**config.mk**
```make
export PLATFORM = sky130hd
export DESIGN_NAME = csf_flag_bank
export DESIGN_NICKNAME = d
export VERILOG_FILES = /design/src/rtl/csf_pkg.sv /design/src/rtl/csf_flag_bank.sv
export SDC_FILE = /design/constraint.sdc
export NUM_CORES = 1
export LEC_CHECK = 0
export BUFFER_PORTS_ARGS = -buffer_cell sky130_fd_sc_hd__buf_2
export CORE_MARGIN = 8
export CORE_UTILIZATION = 25
export CTS_CLUSTER_DIAMETER = 100
export DETAILED_ROUTE_END_ITERATION = 16
export MAX_ROUTING_LAYER = met4
export PLACE_DENSITY = 0.39
export SYNTH_ARGS = -nofsm -noshare
export SYNTH_HDL_FRONTEND = slang
export SYNTH_SLANG_ARGS = --single-unit
```
**constraint.sdc**
```tcl
create_clock -name clk -period 14.9 [get_ports clk]
set_input_delay 4.47 -clock clk [delete_from_list [all_inputs] [get_ports clk]]
set_output_delay 4.47 -clock clk [all_outputs]
set_load 0.02 [all_outputs]
```
**src/rtl/csf_pkg.sv**
```systemverilog
// Purpose: constants, offsets and carrier types for the special flag bank
// Assumes: 100 MHz scan clock, AXI4-Lite register access, 32-bit data
// Notes: every register takes one aligned word; unused bits read zero
package csf_pkg;
  // ==========================================================
  // bus and register map
  localparam int ADDR_W = 8;
  localparam logic [7:0] OFF_CTRL = 8'h00;
  localparam logic [7:0] OFF_STATUS = 8'h04;
  localparam logic [7:0] OFF_TRIG = 8'h08;
  localparam logic [7:0] OFF_CANCEL_LO = 8'h0c;
  localparam logic [7:0] OFF_CANCEL_HI = 8'h10;
  localparam logic [7:0] OFF_STAGE_DATE = 8'h14;
  localparam logic [7:0] OFF_STAGE_TIME = 8'h18;
  localparam logic [7:0] OFF_CLOCK_DATE = 8'h1c;
  localparam logic [7:0] OFF_CLOCK_TIME = 8'h20;
  localparam logic [1:0] RESP_OKAY = 2'h0;
  localparam logic [1:0] RESP_SLVERR = 2'h2;
  // ==========================================================
  // control register bit positions
  localparam int CTL_START = 0;
  localparam int CTL_PULSE_RST = 1;
  localparam int CTL_OUT_OFF = 2;
  localparam int CTL_LINK_INH = 3;
  localparam int CTL_LINK_INIT = 4;
  localparam int CTL_LAMP = 5;
  localparam int CTL_HOLD = 6;
  localparam int CTL_UNMOUNT = 7;
  localparam int CTL_W = 8;
  // status register bit positions (low three are write-one-to-clear)
  localparam int ST_CARRY = 0;
  localparam int ST_EXEC_ERR = 1;
  localparam int ST_LINK_ERR = 2;
  localparam int ST_CLK_WR_ERR = 3;
  localparam int ST_CLK_RD_ERR = 4;
  localparam int ST_CARD_MNT = 5;
  localparam int ST_CARD_BUSY = 6;
  localparam int ST_RUN = 7;
  localparam int ST_PULSE = 8;
  // trigger register bit positions
  localparam int TRG_DATE = 0;
  localparam int TRG_TIME = 1;
  localparam int TRG_BOTH = 2;
  localparam int TRG_ADJ = 3;
  localparam int TRG_W = 4;
  // ==========================================================
  // reset values, sizes and timing
  localparam logic [CTL_W-1:0] CTRL_RST = 8'h00;
  localparam int NUM_PORTS = 33;
  localparam int OUT_W = 16;
  localparam int CLK_HZ = 100_000_000;
  localparam int HALF_SEC_MS = 500;
  localparam int LINK_TO_S = 10;
  localparam int HALF_SEC_CYC = (CLK_HZ / 1000) * HALF_SEC_MS;
  localparam int LINK_TO_CYC = CLK_HZ * LINK_TO_S;
  // ==========================================================
  // calendar limits
  localparam logic [5:0] SEC_ROUND = 6'h1e;
  localparam logic [5:0] SEC_MAX = 6'h3b;
  localparam logic [5:0] MIN_MAX = 6'h3b;
  localparam logic [4:0] HOUR_MAX = 5'h17;
  localparam logic [3:0] MONTH_MAX = 4'hc;
  localparam logic [4:0] DAY_MAX = 5'h1f;
  localparam logic [2:0] WDAY_MAX = 3'h6;
  typedef struct packed {
    logic [4:0] hour;
    logic [5:0] min;
    logic [5:0] sec;
  } csf_time_t;
  typedef struct packed {
    logic [7:0] year;
    logic [3:0] month;
    logic [4:0] day;
    logic [2:0] wday;
  } csf_date_t;
  localparam int TIME_W = $bits(csf_time_t);
  localparam int DATE_W = $bits(csf_date_t);
endpackage : csf_pkg
```
**src/rtl/csf_flag_bank.sv**
```systemverilog
// Purpose: special control and status flag bank of the controller
// Assumes: all event inputs are synchronous pulses or levels on clk
// Notes: registers reached over AXI4-Lite, outputs all registered
//
// How it works
// - start flag set runs, clear stops
// - switch, stop and reset inputs override start
// - start flag survives power-down via backup
// - pulse reset flag holds one-second pulse low
// - one-second pulse: 500 ms high, 500 low
// - outputs-off flag forces all outputs inactive
// - carry or borrow sets carry flag
// - program execution error sets error flag
// - link error flag sets and stays set until written one to clear
// - link inhibit suspends master link traffic
// - init flag rise in run reinitialises master link
// - slave: 10 s silence sets stop flag
// - lamp flag drives status lamp
// - clock write result sets/clears write error
// - clock read result sets/clears read error
// - date trigger copies staged date to clock
// - time trigger copies staged time to clock
// - combined trigger copies date and time
// - seconds adjust zeroes seconds, rounds minutes
// - per-port cancel flags abort pending receives
// - hold flag keeps outputs in stop; auto-clears
// - card mounted only while recognised and usable
// - card busy high during card access while mounted
// - unmount stops access until card reinserted
//
// Local design decisions: the register addresses and the AXI4-Lite slave port.
`timescale 1ns/1ps
module csf_flag_bank #(
  parameter int unsigned HALF_SEC_CYCLES = csf_pkg::HALF_SEC_CYC,
  parameter int unsigned LINK_TIMEOUT_CYCLES = csf_pkg::LINK_TO_CYC
) (
  input wire logic clk,
  input wire logic rst,
  input wire logic [csf_pkg::ADDR_W-1:0] s_axi_awaddr,
  input wire logic s_axi_awvalid,
  output logic s_axi_awready,
  input wire logic [31:0] s_axi_wdata,
  input wire logic [3:0] s_axi_wstrb,
  input wire logic s_axi_wvalid,
  output logic s_axi_wready,
  output logic [1:0] s_axi_bresp,
  output logic s_axi_bvalid,
  input wire logic s_axi_bready,
  input wire logic [csf_pkg::ADDR_W-1:0] s_axi_araddr,
  input wire logic s_axi_arvalid,
  output logic s_axi_arready,
  output logic [31:0] s_axi_rdata,
  output logic [1:0] s_axi_rresp,
  output logic s_axi_rvalid,
  input wire logic s_axi_rready,
  input wire logic funcSwitchRun,
  input wire logic stopInput,
  input wire logic resetInput,
  input wire logic startRestore,
  input wire logic addCarry,
  input wire logic subBorrow,
  input wire logic progError,
  input wire logic linkError,
  input wire logic linkMaster,
  input wire logic linkRxOk,
  input wire logic clkReadDone,
  input wire logic clkReadFail,
  input wire logic cardInserted,
  input wire logic cardRecognised,
  input wire logic cardAccessing,
  input wire logic [csf_pkg::OUT_W-1:0] userOutputs,
  output logic cpuRun,
  output logic startBackup,
  output logic oneSecPulse,
  output logic [csf_pkg::OUT_W-1:0] physOutputs,
  output logic selfHoldClear,
  output logic linkSuspend,
  output logic linkInitPulse,
  output logic statusLamp,
  output logic [csf_pkg::NUM_PORTS-1:0] rxCancel,
  output logic cardAccessEnable
);
  // ==========================================================
  // helper functions
  function automatic logic [31:0] mergeBytes(input logic [31:0] old,
      input logic [31:0] val, input logic [3:0] strb);
    logic [31:0] r;
    r = old;
    for (int i = 0; i < 4; i++) begin
      if (strb[i]) begin
        r[8*i +: 8] = val[8*i +: 8];
      end
    end
    return r;
  endfunction : mergeBytes

  function automatic csf_pkg::csf_time_t incMin(input csf_pkg::csf_time_t t);
    csf_pkg::csf_time_t r;
    r = t;
    if (t.min == csf_pkg::MIN_MAX) begin
      r.min = '0;
      r.hour = (t.hour == csf_pkg::HOUR_MAX) ? '0 : t.hour + 5'h01;
    end else begin
      r.min = t.min + 6'h01;
    end
    return r;
  endfunction : incMin

  function automatic logic timeOk(input csf_pkg::csf_time_t t);
    return (t.sec <= csf_pkg::SEC_MAX) && (t.min <= csf_pkg::MIN_MAX) &&
           (t.hour <= csf_pkg::HOUR_MAX);
  endfunction : timeOk

  function automatic logic dateOk(input csf_pkg::csf_date_t d);
    return (d.month != '0) && (d.month <= csf_pkg::MONTH_MAX) &&
           (d.day != '0) && (d.day <= csf_pkg::DAY_MAX) &&
           (d.wday <= csf_pkg::WDAY_MAX);
  endfunction : dateOk

  // ==========================================================
  // state
  logic [csf_pkg::CTL_W-1:0] ctrl;
  logic [csf_pkg::TRG_W-1:0] trig, trigQ;
  logic [csf_pkg::NUM_PORTS-1:0] cancel;
  csf_pkg::csf_date_t stageDate, clockDate;
  csf_pkg::csf_time_t stageTime, clockTime;
  logic carryFlag, execErr, linkErr, clkWrErr, clkRdErr;
  logic cardMounted, cardBusy, unmountLatch, restoreDone;
  logic [31:0] halfCnt, secCnt, silentCnt;
  logic awHeld, wHeld, linkInitQ;
  logic [csf_pkg::ADDR_W-1:0] awAddrQ;
  logic [31:0] wDataQ;
  logic [3:0] wStrbQ;

  // ==========================================================
  // AXI4-Lite write path: address and data taken in either order
  wire awTake = s_axi_awvalid & s_axi_awready;
  wire wTake = s_axi_wvalid & s_axi_wready;
  wire doWrite = awHeld & wHeld & ~s_axi_bvalid;
  wire next_awHeld = doWrite ? 1'b0 : (awHeld | awTake);
  wire next_wHeld = doWrite ? 1'b0 : (wHeld | wTake);
  wire wrCtrl = doWrite && awAddrQ == csf_pkg::OFF_CTRL;
  wire wrStatus = doWrite && awAddrQ == csf_pkg::OFF_STATUS;
  wire wrTrig = doWrite && awAddrQ == csf_pkg::OFF_TRIG;
  wire wrCanLo = doWrite && awAddrQ == csf_pkg::OFF_CANCEL_LO;
  wire wrCanHi = doWrite && awAddrQ == csf_pkg::OFF_CANCEL_HI;
  wire wrSDate = doWrite && awAddrQ == csf_pkg::OFF_STAGE_DATE;
  wire wrSTime = doWrite && awAddrQ == csf_pkg::OFF_STAGE_TIME;
  wire wrHit = wrCtrl | wrStatus | wrTrig | wrCanLo | wrCanHi | wrSDate |
               wrSTime || awAddrQ == csf_pkg::OFF_CLOCK_DATE ||
               awAddrQ == csf_pkg::OFF_CLOCK_TIME;
  // clear mask only on lanes actually strobed
  wire [31:0] w1c = mergeBytes(32'h0, wDataQ, wStrbQ) &
                    {32{wrStatus}};

  always_ff @(posedge clk or posedge rst) begin
    if (rst) begin
      awHeld <= 1'b0;
      wHeld <= 1'b0;
      awAddrQ <= '0;
      wDataQ <= '0;
      wStrbQ <= '0;
      s_axi_awready <= 1'b0;
      s_axi_wready <= 1'b0;
      s_axi_bvalid <= 1'b0;
      s_axi_bresp <= csf_pkg::RESP_OKAY;
    end else begin
      awHeld <= next_awHeld;
      wHeld <= next_wHeld;
      s_axi_awready <= ~next_awHeld;
      s_axi_wready <= ~next_wHeld;
      if (awTake) begin
        awAddrQ <= s_axi_awaddr;
      end
      if (wTake) begin
        wDataQ <= s_axi_wdata;
        wStrbQ <= s_axi_wstrb;
      end
      if (doWrite) begin
        s_axi_bvalid <= 1'b1;
        s_axi_bresp <= wrHit ? csf_pkg::RESP_OKAY : csf_pkg::RESP_SLVERR;
      end else if (s_axi_bready) begin
        s_axi_bvalid <= 1'b0;
      end
    end
  end

  // ==========================================================
  // AXI4-Lite read path: one read under way, answer next cycle
  wire arTake = s_axi_arvalid & s_axi_arready;
  wire next_rvalid = arTake | (s_axi_rvalid & ~s_axi_rready);
  wire [31:0] statusWord = {23'h0, oneSecPulse, cpuRun, cardBusy,
                            cardMounted, clkRdErr, clkWrErr, linkErr,
                            execErr, carryFlag};
  logic [31:0] rdMux;
  logic rdHit;
  always_comb begin
    rdHit = 1'b1;
    unique case (s_axi_araddr)
      csf_pkg::OFF_CTRL: rdMux = 32'(ctrl);
      csf_pkg::OFF_STATUS: rdMux = statusWord;
      csf_pkg::OFF_TRIG: rdMux = 32'(trig);
      csf_pkg::OFF_CANCEL_LO: rdMux = cancel[31:0];
      csf_pkg::OFF_CANCEL_HI: rdMux = 32'(cancel[csf_pkg::NUM_PORTS-1]);
      csf_pkg::OFF_STAGE_DATE: rdMux = 32'(stageDate);
      csf_pkg::OFF_STAGE_TIME: rdMux = 32'(stageTime);
      csf_pkg::OFF_CLOCK_DATE: rdMux = 32'(clockDate);
      csf_pkg::OFF_CLOCK_TIME: rdMux = 32'(clockTime);
      default: begin
        rdMux = 32'h0;
        rdHit = 1'b0;
      end
    endcase
  end

  always_ff @(posedge clk or posedge rst) begin
    if (rst) begin
      s_axi_arready <= 1'b0;
      s_axi_rvalid <= 1'b0;
      s_axi_rdata <= '0;
      s_axi_rresp <= csf_pkg::RESP_OKAY;
    end else begin
      s_axi_arready <= ~next_rvalid;
      s_axi_rvalid <= next_rvalid;
      if (arTake) begin
        s_axi_rdata <= rdMux;
        s_axi_rresp <= rdHit ? csf_pkg::RESP_OKAY : csf_pkg::RESP_SLVERR;
      end
    end
  end

  // ==========================================================
  // run/stop and control register
  // inputs override start
  wire runReq = ctrl[csf_pkg::CTL_START] & funcSwitchRun & ~stopInput &
                ~resetInput;
  wire runRise = runReq & ~cpuRun;
  wire linkTimeout = ~linkMaster && ~linkRxOk &&
                     silentCnt >= LINK_TIMEOUT_CYCLES - 32'd1;
  wire [31:0] ctrlSw = mergeBytes(32'(ctrl), wDataQ, wStrbQ);
  logic [csf_pkg::CTL_W-1:0] next_ctrl;
  always_comb begin
    next_ctrl = wrCtrl ? ctrlSw[csf_pkg::CTL_W-1:0] : ctrl;
    if (!restoreDone) begin
      next_ctrl[csf_pkg::CTL_START] = startRestore;
    end
    if (runRise) begin
      next_ctrl[csf_pkg::CTL_HOLD] = 1'b0;
    end
    if (linkTimeout) begin
      next_ctrl[csf_pkg::CTL_LINK_INIT] = 1'b1;
    end else if (!linkMaster && linkRxOk) begin
      next_ctrl[csf_pkg::CTL_LINK_INIT] = 1'b0;
    end
  end

  // start value is caught after release, never under reset itself
  always_ff @(posedge clk or posedge rst) begin
    if (rst) begin
      ctrl <= csf_pkg::CTRL_RST;
      restoreDone <= 1'b0;
      cpuRun <= 1'b0;
      startBackup <= 1'b0;
    end else begin
      ctrl <= next_ctrl;
      restoreDone <= 1'b1;
      cpuRun <= runReq;
      startBackup <= next_ctrl[csf_pkg::CTL_START];
    end
  end

  // ==========================================================
  // software-written flag words
  wire [31:0] trigSw = mergeBytes(32'(trig), wDataQ, wStrbQ);
  wire [31:0] canLoSw = mergeBytes(cancel[31:0], wDataQ, wStrbQ);
  wire [31:0] canHiSw = mergeBytes(32'(cancel[csf_pkg::NUM_PORTS-1]),
                                   wDataQ, wStrbQ);
  wire [31:0] sDateSw = mergeBytes(32'(stageDate), wDataQ, wStrbQ);
  wire [31:0] sTimeSw = mergeBytes(32'(stageTime), wDataQ, wStrbQ);
  always_ff @(posedge clk or posedge rst) begin
    if (rst) begin
      trig <= '0;
      trigQ <= '0;
      cancel <= '0;
      stageDate <= '0;
      stageTime <= '0;
    end else begin
      trig <= wrTrig ? trigSw[csf_pkg::TRG_W-1:0] : trig;
      trigQ <= trig;
      cancel[31:0] <= wrCanLo ? canLoSw : cancel[31:0];
      cancel[csf_pkg::NUM_PORTS-1] <= wrCanHi ? canHiSw[0] :
                                      cancel[csf_pkg::NUM_PORTS-1];
      stageDate <= wrSDate ? sDateSw[csf_pkg::DATE_W-1:0] : stageDate;
      stageTime <= wrSTime ? sTimeSw[csf_pkg::TIME_W-1:0] : stageTime;
    end
  end

  // ==========================================================
  // sticky event flags and clock read error; a set in the clearing cycle wins
  always_ff @(posedge clk or posedge rst) begin
    if (rst) begin
      carryFlag <= 1'b0;
      execErr <= 1'b0;
      linkErr <= 1'b0;
      clkRdErr <= 1'b0;
    end else begin
      carryFlag <= addCarry | subBorrow |
                   (carryFlag & ~w1c[csf_pkg::ST_CARRY]);
      execErr <= progError | (execErr & ~w1c[csf_pkg::ST_EXEC_ERR]);
      linkErr <= linkError | (linkErr & ~w1c[csf_pkg::ST_LINK_ERR]);
      if (clkReadDone) begin
        clkRdErr <= clkReadFail;
      end
    end
  end

  // ==========================================================
  // internal calendar clock; day does not roll over at midnight
  // rising edge triggers
  wire [csf_pkg::TRG_W-1:0] trigRise = trig & ~trigQ;
  wire dateWr = trigRise[csf_pkg::TRG_DATE] | trigRise[csf_pkg::TRG_BOTH];
  wire timeWr = trigRise[csf_pkg::TRG_TIME] | trigRise[csf_pkg::TRG_BOTH];
  wire adjReq = trigRise[csf_pkg::TRG_ADJ];
  wire wrValid = (~dateWr | dateOk(stageDate)) &
                 (~timeWr | timeOk(stageTime));
  wire secTick = secCnt == 2 * HALF_SEC_CYCLES - 32'd1;
  csf_pkg::csf_time_t zeroSec, adjTime, tickTime, next_time;
  always_comb begin
    zeroSec = clockTime;
    zeroSec.sec = '0;
    adjTime = (clockTime.sec >= csf_pkg::SEC_ROUND) ? incMin(zeroSec) :
              zeroSec;
    tickTime = clockTime;
    tickTime.sec = clockTime.sec + 6'h01;
    if (clockTime.sec >= csf_pkg::SEC_MAX) begin
      tickTime = incMin(zeroSec);
    end
    // explicit write beats adjust, adjust beats the tick
    if (timeWr && wrValid) begin
      next_time = stageTime;
    end else if (adjReq) begin
      next_time = adjTime;
    end else if (secTick) begin
      next_time = tickTime;
    end else begin
      next_time = clockTime;
    end
  end

  always_ff @(posedge clk or posedge rst) begin
    if (rst) begin
      clockTime <= '0;
      clockDate <= '0;
      clkWrErr <= 1'b0;
      secCnt <= '0;
    end else begin
      clockTime <= next_time;
      secCnt <= secTick ? 32'd0 : secCnt + 32'd1;
      if (dateWr && wrValid) begin
        clockDate <= stageDate;
      end
      if (dateWr | timeWr | adjReq) begin
        clkWrErr <= ~wrValid;
      end
    end
  end

  // ==========================================================
  // one-second pulse and link supervision
  wire halfEnd = halfCnt == HALF_SEC_CYCLES - 32'd1;
  always_ff @(posedge clk or posedge rst) begin
    if (rst) begin
      halfCnt <= '0;
      oneSecPulse <= 1'b0;
      silentCnt <= '0;
      linkInitQ <= 1'b0;
      linkInitPulse <= 1'b0;
      linkSuspend <= 1'b0;
    end else begin
      if (ctrl[csf_pkg::CTL_PULSE_RST]) begin
        halfCnt <= '0;
        oneSecPulse <= 1'b0;
      end else begin
        halfCnt <= halfEnd ? 32'd0 : halfCnt + 32'd1;
        oneSecPulse <= oneSecPulse ^ halfEnd;
      end
      // counter saturates so the stop flag stays set while silent
      if (linkMaster || linkRxOk) begin
        silentCnt <= '0;
      end else if (!linkTimeout) begin
        silentCnt <= silentCnt + 32'd1;
      end
      linkInitQ <= ctrl[csf_pkg::CTL_LINK_INIT];
      linkInitPulse <= linkMaster & cpuRun &
                       ctrl[csf_pkg::CTL_LINK_INIT] & ~linkInitQ;
      linkSuspend <= linkMaster & ctrl[csf_pkg::CTL_LINK_INH];
    end
  end

  // ==========================================================
  // outputs, lamp, receive cancel and memory card
  wire cardUsable = cardInserted & cardRecognised & ~unmountLatch &
                    ~ctrl[csf_pkg::CTL_UNMOUNT];
  always_ff @(posedge clk or posedge rst) begin
    if (rst) begin
      physOutputs <= '0;
      selfHoldClear <= 1'b0;
      statusLamp <= 1'b0;
      rxCancel <= '0;
      unmountLatch <= 1'b0;
      cardMounted <= 1'b0;
      cardBusy <= 1'b0;
      cardAccessEnable <= 1'b0;
    end else begin
      if (ctrl[csf_pkg::CTL_OUT_OFF]) begin
        physOutputs <= '0;
      end else if (cpuRun) begin
        physOutputs <= userOutputs;
      end else if (!ctrl[csf_pkg::CTL_HOLD]) begin
        physOutputs <= '0;
      end
      selfHoldClear <= ctrl[csf_pkg::CTL_OUT_OFF];
      statusLamp <= ctrl[csf_pkg::CTL_LAMP];
      rxCancel <= cancel;
      if (!cardInserted) begin
        unmountLatch <= 1'b0;
      end else if (ctrl[csf_pkg::CTL_UNMOUNT]) begin
        unmountLatch <= 1'b1;
      end
      cardMounted <= cardUsable;
      cardAccessEnable <= cardUsable;
      cardBusy <= cardAccessing & cardUsable;
    end
  end
endmodule : csf_flag_bank

```
## Yosys cells after proc, flatten, opt, wreduce, memory -nomap -nowiden

Cells that the tools add are included.

| word-level totals | value |
|---|---|
| flip-flop bits (word level) | 371 |
| input bits | 90 |
| output and inout bits | 98 |
| logic and storage cells | 252 |

| cells by class | value |
|---|---|
| add/subtract/negate cells | 6 |
| order comparisons | 9 |
| equality and inequality tests | 26 |
| muxes and demuxes | 34 |
| bitwise logic cells | 64 |
| reductions and logical operators | 51 |

Operators by type and width:

| cell | number |
|---|---|
| one-hot mux 32 bit (9 select lines) | 1 |
| 2-to-1 mux 32 bit | 5 |
| adder 32 x 1 -> 32 bit, second input constant | 3 |
| 2-to-1 mux 17 bit | 5 |
| equality test 8 x 5 -> 1 bit, second input constant | 8 |
| 2-to-1 mux 16 bit | 3 |
| equality test 32 x 26 -> 1 bit, second input constant | 1 |
| equality test 32 x 27 -> 1 bit, second input constant | 1 |
| equality test 8 x 4 -> 1 bit, second input constant | 4 |
| greater-or-equal comparator 32 x 30 -> 1 bit, second input constant | 1 |
| AND reduction 2 bit | 16 |
| bitwise AND 1 bit | 22 |
| inverter 1 bit | 19 |
| bitwise OR 1 bit | 19 |
| logical AND 1 bit | 18 |
| equality test 8 x 3 -> 1 bit, second input constant | 2 |
| equality test 8 x 6 -> 1 bit, second input constant | 2 |
| zero test 8 bit | 2 |
| 2-to-1 mux 7 bit | 2 |
| adder 6 x 1 -> 6 bit, second input constant | 2 |
| <= comparator 6 bit, second input constant | 2 |
| 2-to-1 mux 1 bit | 12 |
| nonzero test 3 bit | 4 |
| <= comparator 5 bit, second input constant | 2 |
| 25 further kinds | 34 |

## Depth between registers and ports, before layout

Gate-level depths: netlist of run 1.

| depth | value |
|---|---|
| depth after elaboration | 12 |
| depth in mapped cells | 8 |
| mapped depth without buffers | 7 |

## Least setup slack after synthesis of run 1

Ideal clock, no wire load.

| path | value |
|---|---|
| path type | input -> register |
| start | input s_axi_araddr[7] (netlist bit) |
| end | register s_axi_rdata[13] |
| library setup time | 78 ps |
| arrival | 6153 ps |
| required time | 14822 ps |
| slack | 8669 ps |
| cell stages on the path | 7 |
| path buffers | 2 |
| cells stage by stage | or4_1 > buf_2 > or4b_4 > nor2_2 > buf_2 > a221oi_1 > o21ai_1 |

| on the way | value |
|---|---|
| cells in the longest elaborated chain, start to end | 2 |
| elaborated cells on any way between the ends | 10 |
| those cells by class | eq/ne: 8; mux: 1; reduce/logical: 1 |

Ends and longest elaborated chain:

| item | RTL line | RTL |
|---|---|---|
| start: declaration | csf_flag_bank.sv:49 | `input wire logic [csf_pkg::ADDR_W-1:0] s_axi_araddr,` |
| equality test 8 x 6 -> 1 bit (tied with other cells) | csf_flag_bank.sv:199 | `unique case (s_axi_araddr)` |
| one-hot mux 32 bit (9 select lines) * | csf_flag_bank.sv:199 |  |
| end signal: assignment | csf_flag_bank.sv:226 | `s_axi_rdata <= rdMux;` |
| end: declaration | csf_flag_bank.sv:52 | `output logic [31:0] s_axi_rdata,` |

Every way passes the cells marked *; elsewhere a longest branch is shown, timed or not.
A chain may end at the register's enable or synchronous reset.

## Final worst setup path of run 1

| path | value |
|---|---|
| start | input s_axi_araddr[7] (netlist bit) |
| end | register s_axi_rdata[30] |

The elaborated chain is that of the path after synthesis.

==> results of run 1 <==
-- worst register-to-register path, cell delays in order (launching register included) --
cell and delay (ns):
dfrtp_1 0.42, or4_1 0.55, nor3_1 0.14, nand3_1 0.10
nor4_1 0.51, or2_1 0.93, nor2_1 0.14
-- per-layer routing --
layer  vias to the layer above  share of wire  GRT usage
li1                       5254              -          -
met3                        73          0.053     0.0333
met5                         -              0          -
met2                       208           0.47      0.202
met4                         0          0.024     0.0394
met1                      5574           0.46      0.165
-- kinds of logic (layout without fill, tap and decap cells) --
kind of cell / after synthesis / in the layout / synth area share
DFF: 369 / 369 / 0.577
AOI/OAI and AO/OA: 190 / 190 / 0.0793
buffers and inverters: 82 / 308 / 0.0214
adders and majority gates: 7 / 7 / 0.00547
and+or+nand+nor: 455 / 455 / 0.148
xor gates and xnor gates: 81 / 81 / 0.0443
other: 2 / 10 / 0.000469
muxes: 177 / 177 / 0.125
-- per-stage QoR --
| step | std cells | hold slack (ns) |
|---|---|---|
| 6_report | 2443 | 0.400 |
| 5_1_grt | 2443 | 0.410 |
| 4_1_cts | 2436 | 0.404 |
| 3_5_place_dp | 2354 | 0.385 |
| 3_3_place_gp | 2354 | 0.383 |
| 2_1_floorplan | 1364 | 0.363 |
-- cells in the mapped netlist (22+ instances only) --
cell type  instances  area share
inv_1             26      0.0061
xor2_1            40       0.022
mux2_1            41       0.029
dfrtp_1          369        0.58
nand3_1           53       0.017
clkbuf_1          35      0.0082
mux2i_1           26       0.016
o21ai_0           49       0.015
nor2_1           131       0.031
xnor2_1           41       0.022
a22o_1            34       0.019
nand4_1           22      0.0086
a21oi_1           31      0.0097
mux2_2           107       0.075
nand2_1          100       0.023
-- power groups by stage --
stage          logic [mW]  clock network (mW)  registers [mW]
3_3_place_gp        0.350                   0            1.31
6_report            0.348                1.12            1.29
2_1_floorplan       0.245                   0            1.27
4_1_cts             0.358                1.17            1.29
3_5_place_dp        0.355                   0            1.31
5_1_grt             0.389                1.21            1.32
-- layout make-up --
cell class | instances | area (µm²) | area share
diodes | 7 | 17.5 | 0.000901
clock buffers | 68 | 1370 | 0.0702
clock inverters | 14 | 170 | 0.00875
inverters | 26 | 105 | 0.00541
multi-input cells | 913 | 6450 | 0.332
flip-flops and latches | 369 | 9230 | 0.475
well taps | 846 | 1060 | 0.0544
repair buffers | 200 | 1040 | 0.0534
-- registers in the layout (all words and copies together), names as in the netlist, 16 cells and up --
register	cells
cancel	33
rxCancel	33
halfCnt	32
s_axi_rdata	32
secCnt	32
silentCnt	32
wDataQ	32
clockDate	20
stageDate	20
clockTime	17
stageTime	17
physOutputs	16
-- worst paths after layout --
kind                       slack [ns]  depth (start not counted)         endpoint
max                              8.42                          7  s_axi_rdata[30]
min                              0.40                          0     rxCancel[31]
max reg2reg                     11.95                          6       halfCnt[9]
min reg2reg                      0.40                          0     rxCancel[31]
max in group asynchronous        8.45                          4       awAddrQ[6]
min in group asynchronous        4.02                          2      rxCancel[4]
==> impl_metrics.env, run 1 <==
export IMPL_postCtsSetupRepairBufs=0
export IMPL_grt_pass1_wl_mm=71.5
export IMPL_async_flop_share=1.00
export IMPL_sw_frac_of_total=0.278
export IMPL_totalPowerFinal_mw=2.76
export IMPL_drive_above_1_share=0.257
export IMPL_routed_via_density=4.55
export IMPL_p_seq_frac=0.467
export IMPL_drc=0
export IMPL_final_setup_skew_ns=0.0200
export IMPL_finalCritPeriodShare=0.435
export IMPL_die_w_um=269
export IMPL_cts_root_buf="clkbuf_16"
export IMPL_syn_to_final_growth_pct=21.4
export IMPL_drtIter0Drc=523
export IMPL_core_mm2=0.0632
export IMPL_portBuffers=185
export IMPL_rr_startpoint="halfCnt[27]"
export IMPL_fmax_ghz=0.154
export IMPL_worstHoldStart="cancel[31]"
export IMPL_cts_inserted_buffers=46
export IMPL_end_kind="flip-flop"
export IMPL_yosysSeqAreaShare=0.577
export IMPL_finalSetupTns_ns=0
export IMPL_synth_main_ff_cell="dfrtp_1"
export IMPL_gr_total_overflow=0
export IMPL_leakage_nw=9.09
export IMPL_postCtsHoldBufs=0
export IMPL_ys_warn_count=0
export IMPL_drt_total_wl_mm=45.3
export IMPL_dieHeight_um=269
export IMPL_criticalPathCategory="input port to flip-flop"
export IMPL_crit_buf_inv=2
export IMPL_max_vdd_ir_drop_mv=0.0668
export IMPL_drt_wirelength_per_cell_um=18.5
export IMPL_grt_pass1_vias=11758
export IMPL_syn_cell_area_mm2=0.0160
export IMPL_crit_required_ns=15.40
export IMPL_num_io_pins=188
export IMPL_hold_viol=0
export IMPL_synth_seq_cells=369
export IMPL_final_antenna_net_count=0
export IMPL_gp_congestion=0.759
export IMPL_clk_pin_slew_worst_paths_ns=0.06
export IMPL_antenna_found_initial=8
export IMPL_p_int_mw=1.99
export IMPL_slew_headroom=0.205
export IMPL_place_hpwl_mm=31.6
export IMPL_filler_cell_count=6448
export IMPL_p_per_area_mw_per_mm2=142
export IMPL_slew_viol_final=0
export IMPL_synth_edff_count=0
export IMPL_crit_fanout=18
export IMPL_htree_levels=2
export IMPL_timing_final_ws_setup_ns=8.42
export IMPL_cap_violations=0
export IMPL_post_place_ws_ns=7.71
export IMPL_layout_common_cells="369 x dfrtp_1, 185 x buf_2, 131 x nor2_1, 107 x mux2_2, 100 x nand2_1"
export IMPL_postLayoutCellArea_mm2=0.0194
export IMPL_synthCells=1363
export IMPL_combPwrFrac=0.126
export IMPL_via_count=11109
export IMPL_cts_num_sinks=369
export IMPL_clockPowerShare=0.407
export IMPL_cts_tree="yes"
export IMPL_grt_max_degree=99
export IMPL_startpoint_type="input port"
export IMPL_insertion_delay_ns=0.58
export IMPL_worstPathCellList="buf_2, or4_1, nor2_1, nand3_1, nor3_1, buf_4, a22o_1"
export IMPL_period_needed_ns=6.48
export IMPL_p_switching_mw=0.766
export IMPL_clk_path_buf_depth=3
export IMPL_grt_setup_unrepaired="no"
export IMPL_finalSetupViolCount=0
export IMPL_layout_nets=1653
export IMPL_syn_avg_cell_area_um2=11.7
export IMPL_cp_arrival_ns=6.98
export IMPL_firstDrtPassIters=5
export IMPL_slowest_stage="or4_1"
export IMPL_placed_area_mm2=0.0179
export IMPL_tightest_slew_ns=1.19
export IMPL_fin_util=0.308
export IMPL_cts_resized=0
export IMPL_grt_use_total=0.130
export IMPL_synth_cell_types=74
export IMPL_initial_core_util=0.253
export IMPL_die_area_mm2=0.0724
export IMPL_status="complete, no violations"
export IMPL_crit_family="simple AND/OR/NAND/NOR gates"
export IMPL_rows=92
export IMPL_min_path_type="flip-flop to flip-flop"
export IMPL_crit_path_max_incr_delay_ns=0.70
export IMPL_worstSetupStartpoint="s_axi_araddr[7]"
export IMPL_layout_commonest_cell="dfrtp_1"
Note: power is estimated with default switching activity, not from simulation.
==> inputs of run 2 (changes only) <==
==> constraint.sdc (replaced) <==
create_clock -name clk -period 5.9 [get_ports clk]
set_input_delay 1.77 -clock clk [delete_from_list [all_inputs] [get_ports clk]]
set_output_delay 1.77 -clock clk [all_outputs]
set_load 0.02 [all_outputs]
==> run 2 against run 1 <==
Against the previous run: core utilization grew 0.15 points; first-iteration DRC count up 8.8%; largest power group unchanged; critical endpoint is now s_axi_rdata[31]; critical path type unchanged; sequential power grew to 2.5 times the previous value; via count hardly changed; count of clock-buffer cells in the layout grew 2.
==> impl_metrics.env, run 2 (synthesized netlist as in run 1, its figures left out) <==
export IMPL_status="complete, no violations"
export IMPL_post_place_ws_ns=1.50
export IMPL_leakage_nw=9.13
export IMPL_die_area_mm2=0.0724
export IMPL_slowest_stage="or4_1"
export IMPL_met1_usage=0.164
export IMPL_startpoint_type="input port"
export IMPL_drt_wirelength_per_cell_um=18.5
export IMPL_hold_viol=0
export IMPL_postCtsSetupRepairBufs=0
export IMPL_drt_total_wl_mm=45.3
export IMPL_syn_to_final_growth_pct=22.0
export IMPL_timing_final_ws_setup_ns=2.08
export IMPL_antenna_found_initial=8
export IMPL_gp_congestion=0.785
export IMPL_use_met2=0.202
export IMPL_layout_common_cells="369 x dfrtp_1, 185 x buf_2, 131 x nor2_1, 107 x mux2_2, 100 x nand2_1"
export IMPL_fmax_ghz=0.262
export IMPL_slew_headroom=0.245
export IMPL_cts_resized=0
export IMPL_cts_inserted_buffers=46
export IMPL_end_kind="flip-flop"
export IMPL_min_path_type="flip-flop to flip-flop"
export IMPL_tightest_slew_ns=1.13
export IMPL_via_count=11110
export IMPL_final_setup_skew_ns=0.0223
export IMPL_grt_setup_unrepaired="no"
export IMPL_grt_pass1_wl_mm=71.6
export IMPL_routed_via_density=4.54
export IMPL_final_cells=2448
export IMPL_crit_fanout=18
export IMPL_finalCritPeriodShare=0.647
export IMPL_final_antenna_net_count=0
export IMPL_drc=0
export IMPL_period_needed_ns=3.82
export IMPL_cts_tree="yes"
export IMPL_grt_use_total=0.129
export IMPL_rows=92
export IMPL_portBuffers=185
export IMPL_max_vdd_ir_drop_mv=0.241
export IMPL_insertion_delay_ns=0.58
export IMPL_grt_max_degree=143
export IMPL_gr_total_overflow=0
export IMPL_criticalPathCategory="input port to flip-flop"
export IMPL_layout_commonest_cell="dfrtp_1"
export IMPL_die_w_um=269
export IMPL_htree_levels=2
export IMPL_dieHeight_um=269
export IMPL_clk_pin_slew_worst_paths_ns=0.06
export IMPL_core_mm2=0.0632
export IMPL_finalSetupViolCount=0
export IMPL_totalPowerFinal_mw=7.08
export IMPL_cts_root_buf="clkbuf_16"
export IMPL_drtIter0Drc=569
export IMPL_p_per_area_mw_per_mm2=362
export IMPL_place_hpwl_mm=31.5
export IMPL_drive_above_1_share=0.259
export IMPL_top_regs="cancel x33, rxCancel x33"
export IMPL_crit_path_max_incr_delay_ns=0.71
export IMPL_use_met3=0.0355
export IMPL_initial_core_util=0.253
export IMPL_slew_viol_final=0
export IMPL_crit_required_ns=6.40
export IMPL_clk_path_buf_depth=3
export IMPL_grt_pass1_vias=11671
export IMPL_worstPathCellList="buf_2, or4_1, nor2_1, nand3_1, nor3_1, buf_4, a22o_1"
export IMPL_firstDrtPassIters=4
export IMPL_cts_num_sinks=369
export IMPL_layout_nets=1655
export IMPL_postCtsHoldBufs=0
export IMPL_placed_cells=2356
export IMPL_cap_violations=0
export IMPL_cp_arrival_ns=4.32
export IMPL_rr_worst_depth=6
export IMPL_top_usage_layer="met2"
export IMPL_num_io_pins=188
export IMPL_hold_depth=0
## run 2: cell types whose count changed in the layout (fill, tap and decap cells not counted), sizes merged
cell      delta
buf          +2
clkbuf       +2
diode        -1
inv          +1
clkinv       -2
bufinv       +1
clkinvlp     +2
## run 2: path summary, 6_finish.rpt
check                           slack (ns)         endpoint       startpoint
worst max register to register        3.14        cancel[4]     s_axi_bvalid
max in group asynchronous             3.62    clockDate[18]              rst
min in group asynchronous             1.39        wStrbQ[3]              rst
worst min register to register        0.40     rxCancel[22]       cancel[22]
worst min-delay path                  0.40     rxCancel[22]       cancel[22]
worst max-delay path                  2.08  s_axi_rdata[31]  s_axi_araddr[7]
## run 2: metal layers
metal / vias to the layer above / share of wire
met1: 5554 / 0.45
met3: 55 / 0.061
met5: - / 0
met4: 0 / 0.020
li1: 5272 / -
met2: 229 / 0.47
## run 2: critical path: cells and delay by family
kind,cells,cell delay [ns]
AO/OA/AOI/OAI,1,0.15
buffers and inverters,2,0.34
AND/OR/NAND/NOR,4,2.05
## run 2: metrics by stage
step	area, µm²	hold WS, ns	utilization	TNS [ns]
3_5_place_dp	17900	0.389	0.284	0
5_1_grt	19500	0.405	0.309	0
3_3_place_gp	17900	0.385	0.284	0
6_report	19500	0.401	0.309	0
4_1_cts	19500	0.390	0.309	0
2_1_floorplan	16000	0.363	-	-303.38
## run 2: cell type report
| type | instances | area [µm²] |
|---|---|---|
| Antenna cell | 6 | 15.0 |
| Clock inverter | 16 | 204 |
| Fill cell | 6442 | 43700 |
| Inverter | 26 | 101 |
| Timing Repair Buffer | 202 | 1080 |
| Multi-Input combinational cell | 913 | 6450 |
| Tap cell | 846 | 1060 |
| Clock buffer | 70 | 1390 |
| Sequential cell | 369 | 9230 |
## run 2: power by group
group          leakage (nW)  total, mW  internal (mW)  switching (mW)
registers              4.95       3.25           2.89           0.364
clock network         0.787       2.94           1.81            1.13
logic                  3.40      0.885          0.417           0.468
==> inputs of run 3 (changes only) <==
--- a/config.mk
+++ b/config.mk
@@ -11,7 +11,7 @@
 export CTS_CLUSTER_DIAMETER = 100
 export DETAILED_ROUTE_END_ITERATION = 16
 export MAX_ROUTING_LAYER = met4
-export PLACE_DENSITY = 0.39
+export PLACE_DENSITY = 0.38
 export SYNTH_ARGS = -nofsm -noshare
 export SYNTH_HDL_FRONTEND = slang
 export SYNTH_SLANG_ARGS = --single-unit
==> constraint.sdc (replaced) <==
create_clock -name clk -period 3.94 [get_ports clk]
set_input_delay 1.182 -clock clk [delete_from_list [all_inputs] [get_ports clk]]
set_output_delay 1.182 -clock clk [all_outputs]
set_load 0.02 [all_outputs]
==> run 3 against run 2 <==
Against the previous run: clock skew rose by 0.0028 ns; cell area rose by 0.93%; register-to-register slack got worse by 1.9 ns; via count rose by 0.92%; sequential cell count did not move; count of clock-buffer cells in the layout fell by 3; die area did not move; global-route usage rose by 0.36 points; total power rose by 54%; sequential share of layout area fell by 0.44 points; core utilization rose by 0.29 points; critical endpoint is now cancel[4].
==> impl_metrics.env, run 3 (synthesized netlist as in run 1, its figures left out) <==
export IMPL_leakage_nw=9.23
export IMPL_cp_arrival_ns=3.18
export IMPL_timing_final_ws_setup_ns=1.20
export IMPL_finalSetupViolCount=0
export IMPL_firstDrtPassIters=5
export IMPL_p_per_area_mw_per_mm2=552
export IMPL_end_kind="flip-flop"
export IMPL_grt_pass1_vias=12003
export IMPL_layout_commonest_cell="dfrtp_1"
export IMPL_num_io_pins=188
export IMPL_layout_common_cells="369 x dfrtp_1, 185 x buf_2, 131 x nor2_1, 107 x mux2_2, 99 x nand2_1"
export IMPL_drt_total_wl_mm=46.1
export IMPL_slew_headroom=0.462
export IMPL_met1_usage=0.168
export IMPL_status="complete, no violations"
export IMPL_htree_levels=2
export IMPL_place_hpwl_mm=32.7
export IMPL_cts_root_buf="clkbuf_16"
export IMPL_crit_fanout=8
export IMPL_cap_violations=0
export IMPL_grt_setup_unrepaired="no"
export IMPL_core_mm2=0.0632
export IMPL_tightest_slew_ns=0.799
export IMPL_grt_max_degree=83
export IMPL_max_vdd_ir_drop_mv=0.440
export IMPL_routed_via_density=4.57
export IMPL_top_usage_layer="met2"
export IMPL_dieHeight_um=269
export IMPL_postCtsSetupRepairBufs=0
export IMPL_cts_inserted_buffers=47
export IMPL_filler_cell_count=6442
export IMPL_crit_path_max_incr_delay_ns=0.45
export IMPL_startpoint_type="flip-flop"
export IMPL_initial_core_util=0.253
export IMPL_portBuffers=185
export IMPL_cts_resized=0
export IMPL_drtIter0Drc=560
export IMPL_gr_total_overflow=0
export IMPL_insertion_delay_ns=0.58
export IMPL_postCtsHoldBufs=0
export IMPL_finalCritPeriodShare=0.694
export IMPL_drc=0
export IMPL_final_antenna_net_count=0
export IMPL_criticalPathCategory="flip-flop to flip-flop"
export IMPL_grt_use_total=0.133
export IMPL_slew_viol_final=0
export IMPL_hold_ws_ns=0.393
export IMPL_hold_viol=0
export IMPL_final_setup_skew_ns=0.0252
export IMPL_crit_required_ns=4.39
export IMPL_cts_tree="yes"
export IMPL_grt_pass1_wl_mm=73.3
export IMPL_gp_congestion=0.800
export IMPL_antenna_found_initial=7
export IMPL_clk_pin_slew_worst_paths_ns=0.06
export IMPL_top_regs="cancel x33, rxCancel x33"
export IMPL_die_w_um=269
export IMPL_cts_num_sinks=369
export IMPL_rows=92
export IMPL_final_cells=2455
export IMPL_syn_to_final_growth_pct=23.2
export IMPL_post_place_ws_ns=0.623
export IMPL_period_needed_ns=2.74
export IMPL_fmax_ghz=0.366
export IMPL_die_area_mm2=0.0724
export IMPL_clk_path_buf_depth=3
export IMPL_use_met3=0.0365
export IMPL_slowest_stage="and4_1"
export IMPL_drt_wirelength_per_cell_um=18.8
export IMPL_drive_above_1_share=0.264
export IMPL_layout_nets=1664
export IMPL_placed_cells=2364
export IMPL_worstPathCellList="nand3b_4, or3_1, nor3_1, and4_1, nand2_1, mux2_1"
export IMPL_use_met2=0.207
export IMPL_min_path_type="flip-flop to flip-flop"
export IMPL_via_count=11212
[run 3: cell types whose count changed in the layout (fill, tap and decap cells not counted), moves of 2 or more]
| cell | before | now |
|---|---|---|
| buf_4 | 15 | 20 |
| bufinv_16 | 4 | 8 |
| clkbuf_8 | 13 | 10 |
| buf_12 | 2 | 5 |
| clkinvlp_4 | 3 | 1 |
[run 3: layout make-up]
type | instances | area (µm²) | area share
antenna | 6 | 15.0 | 0.000761
tap | 846 | 1060 | 0.0537
clock inverter | 18 | 305 | 0.0155
timing repair buffer | 210 | 1180 | 0.0596
clock buffer | 67 | 1370 | 0.0696
multi-input combinational | 913 | 6450 | 0.327
inverter | 26 | 101 | 0.00514
sequential | 369 | 9230 | 0.468
[run 3: stage by stage]
stage,setup TNS [ns],cell area (µm²),total power [mW],util
finish,0,19700,10.9,0.312
global route,0,19700,11.5,0.312
CTS,0,19700,11.1,0.312
detailed placement,0,18000,6.34,0.285
global placement,0,18000,6.31,0.285
floorplan,-809.65,16000,5.73,-
[run 3: power by group]
group	internal (mW)	leakage [nW]	total, mW	switching (mW)
Sequential	4.33	4.95	4.89	0.564
Clock	2.94	0.830	4.65	1.71
Combinational	0.634	3.45	1.34	0.702
[run 3: path summary, 6_finish.rpt]
check	start	endpoint	slack (ns)	depth (start not counted)
max in group asynchronous	rst	physOutputs[11]	2.45	4
setup reg to reg	s_axi_bvalid	cancel[4]	1.20	6
setup / recovery	s_axi_bvalid	cancel[4]	1.20	6
hold reg to reg	cancel[24]	rxCancel[24]	0.39	0
hold / removal	cancel[24]	rxCancel[24]	0.39	0
min in group asynchronous	rst	rxCancel[3]	0.55	2
[run 3: layer usage]
| layer | up-vias | wire length (µm) |
|---|---|---|
| met5 | - | 0 |
| met4 | 0 | 1000 |
| met3 | 63 | 2690 |
| met2 | 215 | 21500 |
| met1 | 5656 | 20900 |
| li1 | 5278 | - |
[run 3: critical path: cells and delay by family (launching register included)]
kind,cells,cell delay [ns]
flip-flops,1,0.39
multiplexers,1,0.44
AND/OR/NAND/NOR,5,1.77
